--- src/logic/livs_map.vh ---
/*
 * register offsets, field positions, codes and timing constants for the
 * lin interrupt vector / status block.
 * assumes: included by bare name from the design file; definitions only.
 */
`ifndef LIVS_MAP_VH
`define LIVS_MAP_VH

// register indices on the plain register port (byte wide data)
`define LIVS_ADDR_W          8
`define LIVS_OFS_VECTOR      8'h0f
`define LIVS_OFS_STATE       8'h11
`define LIVS_OFS_QCTRL       8'h13
`define LIVS_OFS_CTRL2       8'h15

// reset values
`define LIVS_RST_VECTOR      8'h0f
`define LIVS_RST_STATE       8'h00
`define LIVS_RST_QCTRL       8'h00
`define LIVS_RST_CTRL2       8'h00

// field positions
`define LIVS_STATE_PEND_BIT  1
`define LIVS_STATE_BUSY_BIT  0
`define LIVS_CTRL2_MON_BIT   3
`define LIVS_QC_TX_FILL_THRESHOLD_HI      5
`define LIVS_QC_TX_FILL_THRESHOLD_LO      4
`define LIVS_QC_RX_FILL_THRESHOLD_HI      3
`define LIVS_QC_RX_FILL_THRESHOLD_LO      2

// vector codes
`define LIVS_VEC_WAKE        4'h0
`define LIVS_VEC_ACT         4'h1
`define LIVS_VEC_ID          4'h2
`define LIVS_VEC_OVR         4'h3
`define LIVS_VEC_ERR         4'h4
`define LIVS_VEC_RXPART      4'h6
`define LIVS_VEC_RXDONE      4'h8
`define LIVS_VEC_TXPART      4'ha
`define LIVS_VEC_TXDONE      4'hb
`define LIVS_VEC_NORESP      4'hc
`define LIVS_VEC_IDLE        4'hd
`define LIVS_VEC_NONE        4'hf

// number of interrupt sources, vector width, fifo level width
`define LIVS_NSRC            11
`define LIVS_VEC_W           4
`define LIVS_LVL_W           5
`define LIVS_FIFO_DEPTH      5'h10

// idle timeout: 4 s at 10 MHz
`define LIVS_CLK_HZ          10000000
`define LIVS_IDLE_SEC        4
`define LIVS_IDLE_CYC        (`LIVS_IDLE_SEC * `LIVS_CLK_HZ)
`define LIVS_IDLE_W          26

`endif

--- src/logic/livs_top.v ---
/*
 * lin interrupt vector and status flags: latches lin event strobes,
 * priority encodes them into a 4-bit vector, keeps the state flags,
 * the queue threshold fields, the monitor bit and the bus idle timer.
 * assumes: event strobes and fifo levels come from logic on i_sys_clk;
 * the bus level pin is asynchronous and is synchronised here.
 */
// Decided for this implementation: the plain strobed port.
`timescale 1ns/10ps
`default_nettype none
`include "livs_map.vh"

// Operation
// - wake-up in sleep sets vector 0
// - sleep activity sets 1 if monitor set
// - valid or sent identifier sets vector 2
// - byte into full receive fifo sets 3
// - other communication error sets vector 4
// - codes 5,7,9,14 never produced
// - rx level above threshold sets 6
// - last byte, good checksum sets 8
// - tx level below threshold sets 10
// - last byte sent without error sets 11
// - no master response sets 12
// - bus idle over four seconds sets 13
// - nothing pending shows code 15
// - state register: pending bit1, busy bit0
// - vector shows highest priority pending code
// - reset returns vector to 0fh
// - pending flag set on any condition
// - busy flag while state machine communicates
module livs_top
(
    // clock and reset
    input  wire                    i_sys_clk,
    input  wire                    i_srst,
    // register port
    input  wire [`LIVS_ADDR_W-1:0] i_reg_addr,
    input  wire [7:0]              i_reg_wdata,
    input  wire                    i_reg_wr,
    input  wire                    i_reg_rd,
    output reg  [7:0]              o_reg_rdata,
    // lin mode and protocol state
    input  wire                    i_lin_mode,
    input  wire                    i_lin_master,
    input  wire                    i_sleep,
    input  wire                    i_sm_active,
    input  wire                    i_bus_pin,
    // event strobes
    input  wire                    i_wake_det,
    input  wire                    i_bus_act,
    input  wire                    i_id_ok_rx,
    input  wire                    i_id_sent,
    input  wire                    i_rx_byte,
    input  wire                    i_comm_err,
    input  wire                    i_rx_last,
    input  wire                    i_cksum_ok,
    input  wire                    i_tx_last,
    input  wire                    i_tx_err,
    input  wire                    i_no_resp,
    // fifo fill levels
    input  wire [`LIVS_LVL_W-1:0]  i_rx_level,
    input  wire [`LIVS_LVL_W-1:0]  i_tx_level,
    // service strobes, one per source, from the consumer of each event
    input  wire [`LIVS_NSRC-1:0]   i_svc_clr,
    // interrupt vector and flags
    output reg  [`LIVS_VEC_W-1:0]  o_vector,
    output reg                     o_irq_pending,
    output reg                     o_busy
);

////////////////////////////////////////////////////////////////////////////
// software registers
// register map on the byte port:
//   0f  vector, bits 7:4 read zero, read only
//   11  state flags, bit 1 pending, bit 0 busy, read only
//   13  queue control, 5:4 tx threshold, 3:2 rx threshold
//   15  second control, bit 3 activity monitor
//   any other index reads zero and drops writes

reg  [7:0]              qctrl_q;
reg  [7:0]              ctrl2_q;
wire [1:0]              rx_fill_threshold = qctrl_q[`LIVS_QC_RX_FILL_THRESHOLD_HI:`LIVS_QC_RX_FILL_THRESHOLD_LO];
wire [1:0]              tx_fill_threshold = qctrl_q[`LIVS_QC_TX_FILL_THRESHOLD_HI:`LIVS_QC_TX_FILL_THRESHOLD_LO];
wire                    mon_en = ctrl2_q[`LIVS_CTRL2_MON_BIT];

// writes to the two control registers; others are read only
// a write to a read-only or unmapped index leaves no trace, so
// software reads a setting back when it must be sure of it
always @(posedge i_sys_clk)
begin
    if (i_srst)
    begin
        qctrl_q <= `LIVS_RST_QCTRL;
        ctrl2_q <= `LIVS_RST_CTRL2;
    end
    else if (i_reg_wr)
    begin
        if (i_reg_addr == `LIVS_OFS_QCTRL)
            qctrl_q <= i_reg_wdata;
        if (i_reg_addr == `LIVS_OFS_CTRL2)
            ctrl2_q <= i_reg_wdata;
    end
end

////////////////////////////////////////////////////////////////////////////
// bus pin synchroniser and idle timer

reg                     pin_m_q;
reg                     pin_s_q;
reg                     pin_p_q;
reg  [`LIVS_IDLE_W-1:0] idle_cnt_q;
reg                     idle_hit_q;

// first stage is read only by the second stage
// the pin idles recessive high, so the stages reset to one and no
// false edge restarts the idle timer after reset
always @(posedge i_sys_clk)
begin
    if (i_srst)
    begin
        pin_m_q <= 1'b1;
        pin_s_q <= 1'b1;
        pin_p_q <= 1'b1;
    end
    else
    begin
        pin_m_q <= i_bus_pin;
        pin_s_q <= pin_m_q;
        pin_p_q <= pin_s_q;
    end
end

wire pin_edge = pin_s_q ^ pin_p_q;

// counts time since the last pin edge; a single pulse when it passes
// four seconds, then holds so a long silence raises one event only
// limitation: the count is fixed for a 10 MHz clock; another clock
// rate needs the timing macros changed as well
// the counter stops at its end value, so it never wraps and refires
always @(posedge i_sys_clk)
begin
    if (i_srst || pin_edge || !i_lin_mode)
    begin
        idle_cnt_q <= {`LIVS_IDLE_W{1'b0}};
        idle_hit_q <= 1'b0;
    end
    else if (idle_cnt_q != `LIVS_IDLE_CYC)
    begin
        idle_cnt_q <= idle_cnt_q + 1'b1;
        idle_hit_q <= (idle_cnt_q == `LIVS_IDLE_CYC - 1);
    end
    else
    begin
        idle_cnt_q <= idle_cnt_q;
        idle_hit_q <= 1'b0;
    end
end

// registered one-shot on the step into the held count
wire idle_evt = idle_hit_q;

////////////////////////////////////////////////////////////////////////////
// threshold compare on fifo levels

reg  [`LIVS_LVL_W-1:0]  rx_thr;
reg  [`LIVS_LVL_W-1:0]  tx_thr;

// threshold 00 means full; others are quarter steps of the depth
// field   rx event when level above   tx event when level below
//  00       15 (fifo full)              16
//  01        4                           4
//  10        8                           8
//  11       12                          12
// a level that stays across its threshold raises only one event
always @*
begin
    case (rx_fill_threshold)
        2'h1:    rx_thr = `LIVS_FIFO_DEPTH >> 2;
        2'h2:    rx_thr = `LIVS_FIFO_DEPTH >> 1;
        2'h3:    rx_thr = `LIVS_FIFO_DEPTH - (`LIVS_FIFO_DEPTH >> 2);
        default: rx_thr = `LIVS_FIFO_DEPTH - 5'h01;
    endcase
    case (tx_fill_threshold)
        2'h1:    tx_thr = `LIVS_FIFO_DEPTH >> 2;
        2'h2:    tx_thr = `LIVS_FIFO_DEPTH >> 1;
        2'h3:    tx_thr = `LIVS_FIFO_DEPTH - (`LIVS_FIFO_DEPTH >> 2);
        default: tx_thr = `LIVS_FIFO_DEPTH;
    endcase
end

reg                     rx_above_q;
reg                     tx_below_q;
wire                    rx_above = i_rx_level > rx_thr;
wire                    tx_below = i_tx_level < tx_thr;

// level compares become events only on the crossing edge; reset loads
// the live compare so an empty tx fifo gives no false edge after reset
always @(posedge i_sys_clk)
begin
    if (i_srst)
    begin
        rx_above_q <= rx_above;
        tx_below_q <= tx_below;
    end
    else
    begin
        rx_above_q <= rx_above;
        tx_below_q <= tx_below;
    end
end

////////////////////////////////////////////////////////////////////////////
// event gathering, bit index equals priority rank
// source index to vector code:
//    0 -> 0  wake-up request in sleep
//    1 -> 1  monitored bus activity in sleep
//    2 -> 2  identifier received ok or sent
//    3 -> 3  receive overrun
//    4 -> 4  other communication error
//    5 -> 6  receive level rose above threshold
//    6 -> 8  frame received, checksum good
//    7 -> a  transmit level fell below threshold
//    8 -> b  frame sent without error
//    9 -> c  no master response to wake-up
//   10 -> d  bus idle timeout
// i_svc_clr uses the same index

wire [`LIVS_NSRC-1:0]   evt;
assign evt[0]  = i_lin_mode && i_sleep && i_wake_det;
assign evt[1]  = i_lin_mode && i_sleep && i_bus_act && mon_en;
assign evt[2]  = i_lin_mode && (i_lin_master ? i_id_sent
                                             : i_id_ok_rx);
assign evt[3]  = i_lin_mode && i_rx_byte
                 && (i_rx_level == `LIVS_FIFO_DEPTH);
assign evt[4]  = i_lin_mode && i_comm_err;
assign evt[5]  = i_lin_mode && rx_above && !rx_above_q;
assign evt[6]  = i_lin_mode && i_rx_last && i_cksum_ok;
assign evt[7]  = i_lin_mode && tx_below && !tx_below_q;
assign evt[8]  = i_lin_mode && i_tx_last && !i_tx_err;
assign evt[9]  = i_lin_mode && i_no_resp;
assign evt[10] = i_lin_mode && idle_evt;

reg  [`LIVS_NSRC-1:0]   pend_q;

// an event taken at edge n sets its bit at n and the vector follows at
// n+1; a clear takes the same path, so software sees both one cycle
// after the pending bit moves
// sticky pending bits; a new event in the clear cycle wins
genvar gi;
generate
    for (gi = 0; gi < `LIVS_NSRC; gi = gi + 1)
    begin : g_pend
        always @(posedge i_sys_clk)
        begin
            if (i_srst)
                pend_q[gi] <= 1'b0;
            else if (evt[gi])
                pend_q[gi] <= 1'b1;
            else if (i_svc_clr[gi])
                pend_q[gi] <= 1'b0;
        end
    end
endgenerate

////////////////////////////////////////////////////////////////////////////
// priority encoder; reserved codes have no source so never appear

reg  [`LIVS_VEC_W-1:0]  vec_d;

// a reserved code would need a source wired to it; none is, so the
// encoder can only give the eleven source codes or 0fh
// lowest set index wins: scan downward so the last hit is the lowest
always @*
begin
    vec_d = `LIVS_VEC_NONE;
    if (pend_q[10]) vec_d = `LIVS_VEC_IDLE;
    if (pend_q[9])  vec_d = `LIVS_VEC_NORESP;
    if (pend_q[8])  vec_d = `LIVS_VEC_TXDONE;
    if (pend_q[7])  vec_d = `LIVS_VEC_TXPART;
    if (pend_q[6])  vec_d = `LIVS_VEC_RXDONE;
    if (pend_q[5])  vec_d = `LIVS_VEC_RXPART;
    if (pend_q[4])  vec_d = `LIVS_VEC_ERR;
    if (pend_q[3])  vec_d = `LIVS_VEC_OVR;
    if (pend_q[2])  vec_d = `LIVS_VEC_ID;
    if (pend_q[1])  vec_d = `LIVS_VEC_ACT;
    if (pend_q[0])  vec_d = `LIVS_VEC_WAKE;
end

// pending and busy read zero outside lin mode; latched bits survive a
// mode change and show again when lin mode returns
// vector and flags registered; all outputs come from flip-flops
always @(posedge i_sys_clk)
begin
    if (i_srst)
    begin
        o_vector      <= `LIVS_VEC_NONE;
        o_irq_pending <= 1'b0;
        o_busy        <= 1'b0;
    end
    else
    begin
        o_vector      <= vec_d;
        o_irq_pending <= i_lin_mode && (|pend_q);
        o_busy        <= i_lin_mode && i_sm_active;
    end
end

////////////////////////////////////////////////////////////////////////////
// read port: data valid the cycle after the read strobe

reg  [7:0]              rdata_d;

// unmapped indices read as zero; reserved bits of vector and state read as zero, the control registers read back every written bit
// reads have no side effect here; services come in on i_svc_clr
always @*
begin
    rdata_d = 8'h00;
    case (i_reg_addr)
        `LIVS_OFS_VECTOR: rdata_d = {4'h0, o_vector};
        `LIVS_OFS_STATE:
        begin
            rdata_d[`LIVS_STATE_PEND_BIT] = o_irq_pending;
            rdata_d[`LIVS_STATE_BUSY_BIT] = o_busy;
        end
        `LIVS_OFS_QCTRL:  rdata_d = qctrl_q;
        `LIVS_OFS_CTRL2:  rdata_d = ctrl2_q;
        default:          rdata_d = 8'h00;
    endcase
end

// data held only in the cycle after a read, zero otherwise
always @(posedge i_sys_clk)
begin
    if (i_srst)
        o_reg_rdata <= 8'h00;
    else if (i_reg_rd)
        o_reg_rdata <= rdata_d;
    else
        o_reg_rdata <= 8'h00;
end

endmodule
`default_nettype wire

--- config.mk ---
export PLATFORM = sky130hd
export DESIGN_NAME = livs_top
export DESIGN_NICKNAME = d
export VERILOG_FILES = /design/src/logic/livs_top.v
export VERILOG_INCLUDE_DIRS = /design/src /design/src/logic
export SDC_FILE = /design/constraint.sdc
export NUM_CORES = 1
export LEC_CHECK = 0
export ABC_AREA = 0
export BUFFER_PORTS_ARGS = -buffer_cell sky130_fd_sc_hd__buf_2
export CAP_MARGIN = 40
export CELL_PAD_IN_SITES_DETAIL_PLACEMENT = 0
export CELL_PAD_IN_SITES_GLOBAL_PLACEMENT = 1
export CORE_ASPECT_RATIO = 1.5
export CORE_MARGIN = 3
export CORE_UTILIZATION = 41
export DETAILED_ROUTE_END_ITERATION = 12
export GPL_TIMING_DRIVEN = 1
export HOLD_SLACK_MARGIN = 0.06
export PLACE_DENSITY = 0.87
export SETUP_SLACK_MARGIN = 0.5
export SLEW_MARGIN = 20
export SYNTH_ARGS = -nofsm -noshare
export SYNTH_HDL_FRONTEND = slang
export SYNTH_SLANG_ARGS = --single-unit
--- constraint.sdc ---
create_clock -name i_sys_clk -period 2.3 [get_ports i_sys_clk]
set_input_delay 0 -clock i_sys_clk [delete_from_list [all_inputs] [get_ports i_sys_clk]]
set_output_delay 0 -clock i_sys_clk [all_outputs]
set_load 0.01 [all_outputs]
==> impl_metrics.json, run 1 <==
{
  "crit_chain": "or2_2 > ha_1 > nand4b_1 > o22ai_1 > o32a_1 > nand3b_1 > a21oi_1",
  "status": "complete, no violations",
  "tns_ps": 0,
  "report.final.slew_viol_count": 0,
  "relSlewSlack_pct": 47.9,
  "numPortBuffers": 68,
  "start_util_pct": 43.1,
  "hold_violations": 0,
  "wirelength_mm": 7.64,
  "via_per_inst": 5.19,
  "layout-drive-gt1-share_pct": 23.8,
  "antenna_left": 0,
  "fill_cells": 715,
  "yosys.area.top_type": "dfxtp_1",
  "crit_fanout": 5,
  "fin_area_um2": 4420,
  "netlist.area_leader.share_pct": 43.4,
  "syn_nets": 428,
  "synthToLayoutAreaGrowth_pct": 31.2,
  "peakVddDrop_v": 0.000450,
  "vias": 2946,
  "worst_slew_pin_slew_ps": 775,
  "drv_cap": 0,
  "syn_inst": 363,
  "drtPass1Iterations": 4,
  "antenna_found_initial": 0,
  "fin_nets": 528,
  "startpoint_type": "flip-flop",
  "io_pins": 71,
  "hold_path_class": "in -> reg",
  "fin_crit_sh_pct": 74.9,
  "ys_ff_latch": 73,
  "drc_errors": 0,
  "p_per_area_nw_per_um2": 643,
  "setup_viol": 0,
  "grt_pass1_wl_mm": 12.6,
  "h-tree-depth": 3,
  "synth.area.top_cells": "dfxtp_1, nor2_1, mux2i_1",
  "clockRootBuffer": "clkbuf_16",
  "core_area_um2": 7810,
  "dieHeight_um": 117,
  "clkSinkCount": 73,
  "grt_use_total_pct": 17.0,
  "grt_pass1_vias": 2829,
  "period_needed_ps": 1720,
  "syn-mean-instance-area_um2": 9.28,
  "overflow": 0,
  "die_area_um2": 9360,
  "clk_pin_slew_ps": 60,
  "cts_buffer_depth": 2,
  "synth-main-ff-cell": "dfxtp_1",
  "drtIter0Drc": 92,
  "async_reset_ff_share_pct": 0,
  "netlist_area_um2": 3370,
  "whs_ps": 73.3,
  "grt_max_degree": 38,
  "postPlaceCellArea_um2": 3780,
  "path_class": "reg -> reg",
  "crit_arrival_ps": 1910,
  "diodes": 0,
  "synth_cell_types": 54,
  "synth_edf_count": 0,
  "fin_skew_ps": 5.37,
  "ys_top_cells_by_count": "dfxtp_1, nor2_1, a21oi_1",
  "rsz0062_at_grt": "true",
  "rows": 39,
  "post_cts.repair.setup_buffers": 0,
  "wl_per_cell_um": 13.5,
  "p_leak_uw": 0.00178,
  "place_congestion": 0.789,
  "critPathCaptureType": "flip-flop",
  "numCtsBuffers": 9,
  "cts_tree": "built",
  "required_ps": 2480,
  "yosys_warnings": 0,
  "synth-seq-area-share_pct": 43.4,
  "clkLatencyLatePin_ps": 320,
  "die_w_um": 80.0,
  "yosysMostFrequentCell": "dfxtp_1",
  "max_stage_delay_ps": 330,
  "hpwl_mm": 5.60,
  "final_util_pct": 56.6,
  "cp_slowest_cell": "dfxtp_2",
  "fmax_ghz": 0.580
}
worst max-delay path: cells and delay by family, from the launching register on:
kind | cells | cell delay (ps)
and+or+nand+nor | 3 | 520
AOI/OAI and AO/OA | 3 | 460
DFF | 1 | 330
adders and majority gates | 1 | 280
cell type report:
cell class	count	area (um2)	area share [%]
Multi-Input combinational cell	263	1810	40.9
Clock inverter	5	58.8	1.33
Clock buffer	9	225	5.10
Sequential cell	73	1460	33.1
Inverter	13	48.8	1.10
Tap cell	102	128	2.89
Timing Repair Buffer	103	688	15.6
routing by layer:
| metal | global-route usage (%) | wire length (um) | up-vias |
|---|---|---|---|
| li1 | - | - | 1477 |
| met1 | 18.7 | 3160 | 1389 |
| met2 | 31.7 | 3980 | 68 |
| met3 | 3.29 | 358 | 12 |
| met4 | 6.88 | 142 | 0 |
| met5 | 0 | 0 | - |
flip-flops by register name (all words and copies together), names as in the netlist:
name           cells
o_busy             1
o_reg_rdata        8
qctrl_q            8
pin_m_q            1
ctrl2_q            8
o_vector           4
pin_p_q            1
tx_below_q         1
pin_s_q            1
idle_evt           1
pend_q            11
o_irq_pending      1
rx_above_q         1
idle_cnt_q        26
repair_timing:
item | in CTS | in global routing
endpoints found under the setup margin | 1 | 2
hold buffers | 34 | 0
resized for setup | 1 | 2
endpoints found under the hold margin | 37 | 0
power breakdown:
part	switching, uW	leakage, uW	internal, uW	total [uW]
logic	99.0	0.00105	116	215
registers	16.2	0.000592	1290	1300
clock network	495	0.000133	826	1320
cells by family after synthesis:
family                   Yosys count  synth area share [%]
adder cells (fa/ha/maj)            8                  2.97
multiplexers                      18                  5.39
XOR/XNOR                          23                  5.98
AND/OR/NAND/NOR                  170                  30.8
flip-flops                        73                  43.4
buffers and inverters             27                  3.16
AO/OA/AOI/OAI                     44                  8.32
placed cells by master (no fill, tap or decap), drive strengths merged, types with 2 or more instances in the layout:
master        n
a21o          4
xnor2        10
and4          3
buf          69
o22ai         2
nand4        14
and2          2
or2           7
nor2b         3
ha            8
nor4b         3
dfxtp        73
nor2         55
nor4         10
nand2        15
nor3         11
xor2         13
clkinv        2
inv          13
nand2b       18
and3          2
clkbuf        9
o21ai         6
a22oi         4
and4b         2
and4bb        2
clkinvlp      2
dlygate4sd3  34
mux2i        17
a222oi        4
a21oi        18
nand3b        3
or3           3
nand3        14
stage by stage:
stage	std cells	worst slack [ps]	total power [uW]
CTS	568	564	2870
finish	568	577	2840
detailed placement	520	518	1500
global placement	520	560	1500
floorplan	363	686	1420
global route	568	485	2960
path summary, 6_finish.rpt:
| check | start | endpoint | slack (ps) | depth (start not counted) |
|---|---|---|---|---|
| setup / recovery | qctrl_q[3]$_SDFFE_PP0P_ | pend_q[5]$_SDFFE_PP0P_ | 580 | 7 |
| hold / removal | i_lin_mode | pend_q[10]$_SDFFE_PP0P_ | 70 | 3 |
| setup reg to reg | qctrl_q[3]$_SDFFE_PP0P_ | pend_q[5]$_SDFFE_PP0P_ | 580 | 7 |
| hold reg to reg | pin_m_q$_SDFF_PP1_ | pin_s_q$_SDFF_PP1_ | 410 | 1 |
No activity file was read; power rests on OpenSTA's default activity.
==> run 2, diff against run 1 <==
- clock period: 2.3 -> 1.74 ns (I/O delays scaled with it)
==> run 2 against run 1 <==
Compared with the run above:
- core utilization grew 11 points
- clock skew grew 0.59 ps
- critical path depth is the same
- power grew 41%
- largest power group unchanged
==> impl_metrics.json, run 2 (synthesis gave the netlist of run 1 again) <==
{
  "dieHeight_um": 117,
  "numPortBuffers": 68,
  "cp_slowest_cell": "dfxtp_4",
  "critPathCaptureType": "flip-flop",
  "diodes": 0,
  "min-delay-start": "i_lin_mode",
  "overflow": 0,
  "relSlewSlack_pct": 68.1,
  "fmax_ghz": 0.629,
  "tns_ps": 0,
  "via_per_inst": 5.17,
  "fin_nets": 575,
  "drtIter0Drc": 94,
  "rrSetupSlack_ps": 150,
  "p_leak_uw": 0.00223,
  "clkSinkCount": 73,
  "wl_per_cell_um": 15.3,
  "max_stage_delay_ps": 360,
  "layout.cells.non_filler": 617,
  "drtPass1Iterations": 4,
  "hold_depth": 3,
  "clk_pin_slew_ps": 60,
  "setup_viol": 0,
  "final_cell_mix": "buf_2, nor2_1, dfxtp_1, dlygate4sd3_1, buf_4",
  "required_ps": 1950,
  "antenna_found_initial": 0,
  "clkLatencyLatePin_ps": 330,
  "cts_buffer_depth": 2,
  "reg2reg_to": "pend_q[5]$_SDFFE_PP0P_",
  "r2r_cells": 7,
  "hold_violations": 0,
  "worst_slew_pin_slew_ps": 474,
  "grt_pass1_vias": 3265,
  "fin_crit_sh_pct": 91.4,
  "h-tree-depth": 3,
  "hpwl_mm": 5.80,
  "cts_tree": "built",
  "antenna_left": 0,
  "numCtsBuffers": 9,
  "grt_max_degree": 28,
  "rows": 39,
  "crit_chain": "or2_4 > ha_4 > nand4b_1 > o22ai_1 > o32a_1 > nand3b_1 > a21oi_1",
  "rsz0062_at_grt": "true",
  "crit_arrival_ps": 1800,
  "die_area_um2": 9360,
  "clockRootBuffer": "clkbuf_16",
  "mostFrequentLayoutCell": "buf_2",
  "grt_pass1_wl_mm": 14.8,
  "peakVddDrop_v": 0.000516,
  "startpoint_type": "flip-flop",
  "die_w_um": 80.0,
  "reg2reg_from": "qctrl_q[3]$_SDFFE_PP0P_",
  "p_per_area_nw_per_um2": 761,
  "core_area_um2": 7810,
  "synthToLayoutAreaGrowth_pct": 56.1,
  "fin_skew_ps": 5.96,
  "status": "complete, no violations",
  "vias": 3187,
  "place_congestion": 0.807,
  "drv_cap": 0,
  "drc_errors": 0,
  "hold_path_class": "in -> reg",
  "top_regs": "idle_cnt_q (26), pend_q (11)",
  "wirelength_mm": 9.43,
  "min_to": "pend_q[5]$_SDFFE_PP0P_",
  "regMostFlops": "idle_cnt_q",
  "crit_fanout": 4,
  "place_inst": 527,
  "period_needed_ps": 1590,
  "path_class": "reg -> reg",
  "layout-drive-gt1-share_pct": 42.5,
  "io_pins": 71,
  "report.final.slew_viol_count": 0,
  "grt_use_total_pct": 20.4,
  "whs_ps": 83.3,
  "startpoint": "qctrl_q[3]$_SDFFE_PP0P_",
  "start_util_pct": 43.1,
  "largest_reg_flops": 26
}
-- run 2: cell types whose count changed in the layout (fill, tap and decap cells not counted), sizes merged --
cell and change:
clkinvlp -1, dlymetal6s4s +3, inv +1, dlygate4sd3 +4, clkbuf +2, buf +40
-- run 2: what timing repair did --
action                     in CTS  in global routing
buffers inserted               25                  8
hold buffers                   39                  5
resized for setup              40                 27
pin swaps                      30                 17
setup endpoints to repair      24                 31
hold endpoints to repair       36                  2
-- run 2: worst max-delay path by stage --
stage | endpoint | cells past startpoint
global placement | pend_q[5]$_SDFFE_PP0P_ | 7
finish | pend_q[5]$_SDFFE_PP0P_ | 7
CTS | pend_q[5]$_SDFFE_PP0P_ | 7
global route | idle_cnt_q[12]$_SDFFE_PP0N_ | 6
detailed placement | pend_q[5]$_SDFFE_PP0P_ | 7
floorplan | pend_q[5]$_SDFFE_PP0P_ | 7
-- run 2: layout make-up --
class	count	area, um2
clock buffers	11	275
clock inverters	5	57.6
fillers	586	2550
inverters	13	48.8
multi-input cells	263	2100
flip-flops and latches	73	1550
well taps	102	128
repair buffers	150	1100
-- run 2: worst max-delay path: cells and delay by family (launching register included) --
kind / cells / cell delay, ps
and+or+nand+nor: 3 / 450
DFF: 1 / 360
AOI/OAI and AO/OA: 3 / 450
adders and majority gates: 1 / 210
-- run 2: where the power goes --
| group | switching [uW] | internal [uW] |
|---|---|---|
| logic | 146 | 176 |
| registers | 23.5 | 1670 |
| clock network | 700 | 1280 |
-- run 2: stage by stage --
| stage | setup slack (ps) | power (uW) | instance area (um2) | utilization [%] |
|---|---|---|---|---|
| 2_1_floorplan | 210 | 1870 | 3580 | - |
| 3_3_place_gp | 167 | 1990 | 4030 | 51.6 |
| 3_5_place_dp | 107 | 1990 | 4030 | 51.6 |
| 4_1_cts | 171 | 4030 | 5080 | 65.1 |
| 5_1_grt | 89.3 | 4150 | 5260 | 67.3 |
| 6_report | 150 | 4000 | 5260 | 67.3 |
-- run 2: per-layer routing --
layer  vias to the layer above  track usage (%)  routed length, um
met4                         0             8.91                316
li1                       1576                -                  -
met1                      1497             21.5               3550
met2                        89             38.3               5180
met5                         -                0                  0
met3                        25             4.59                372
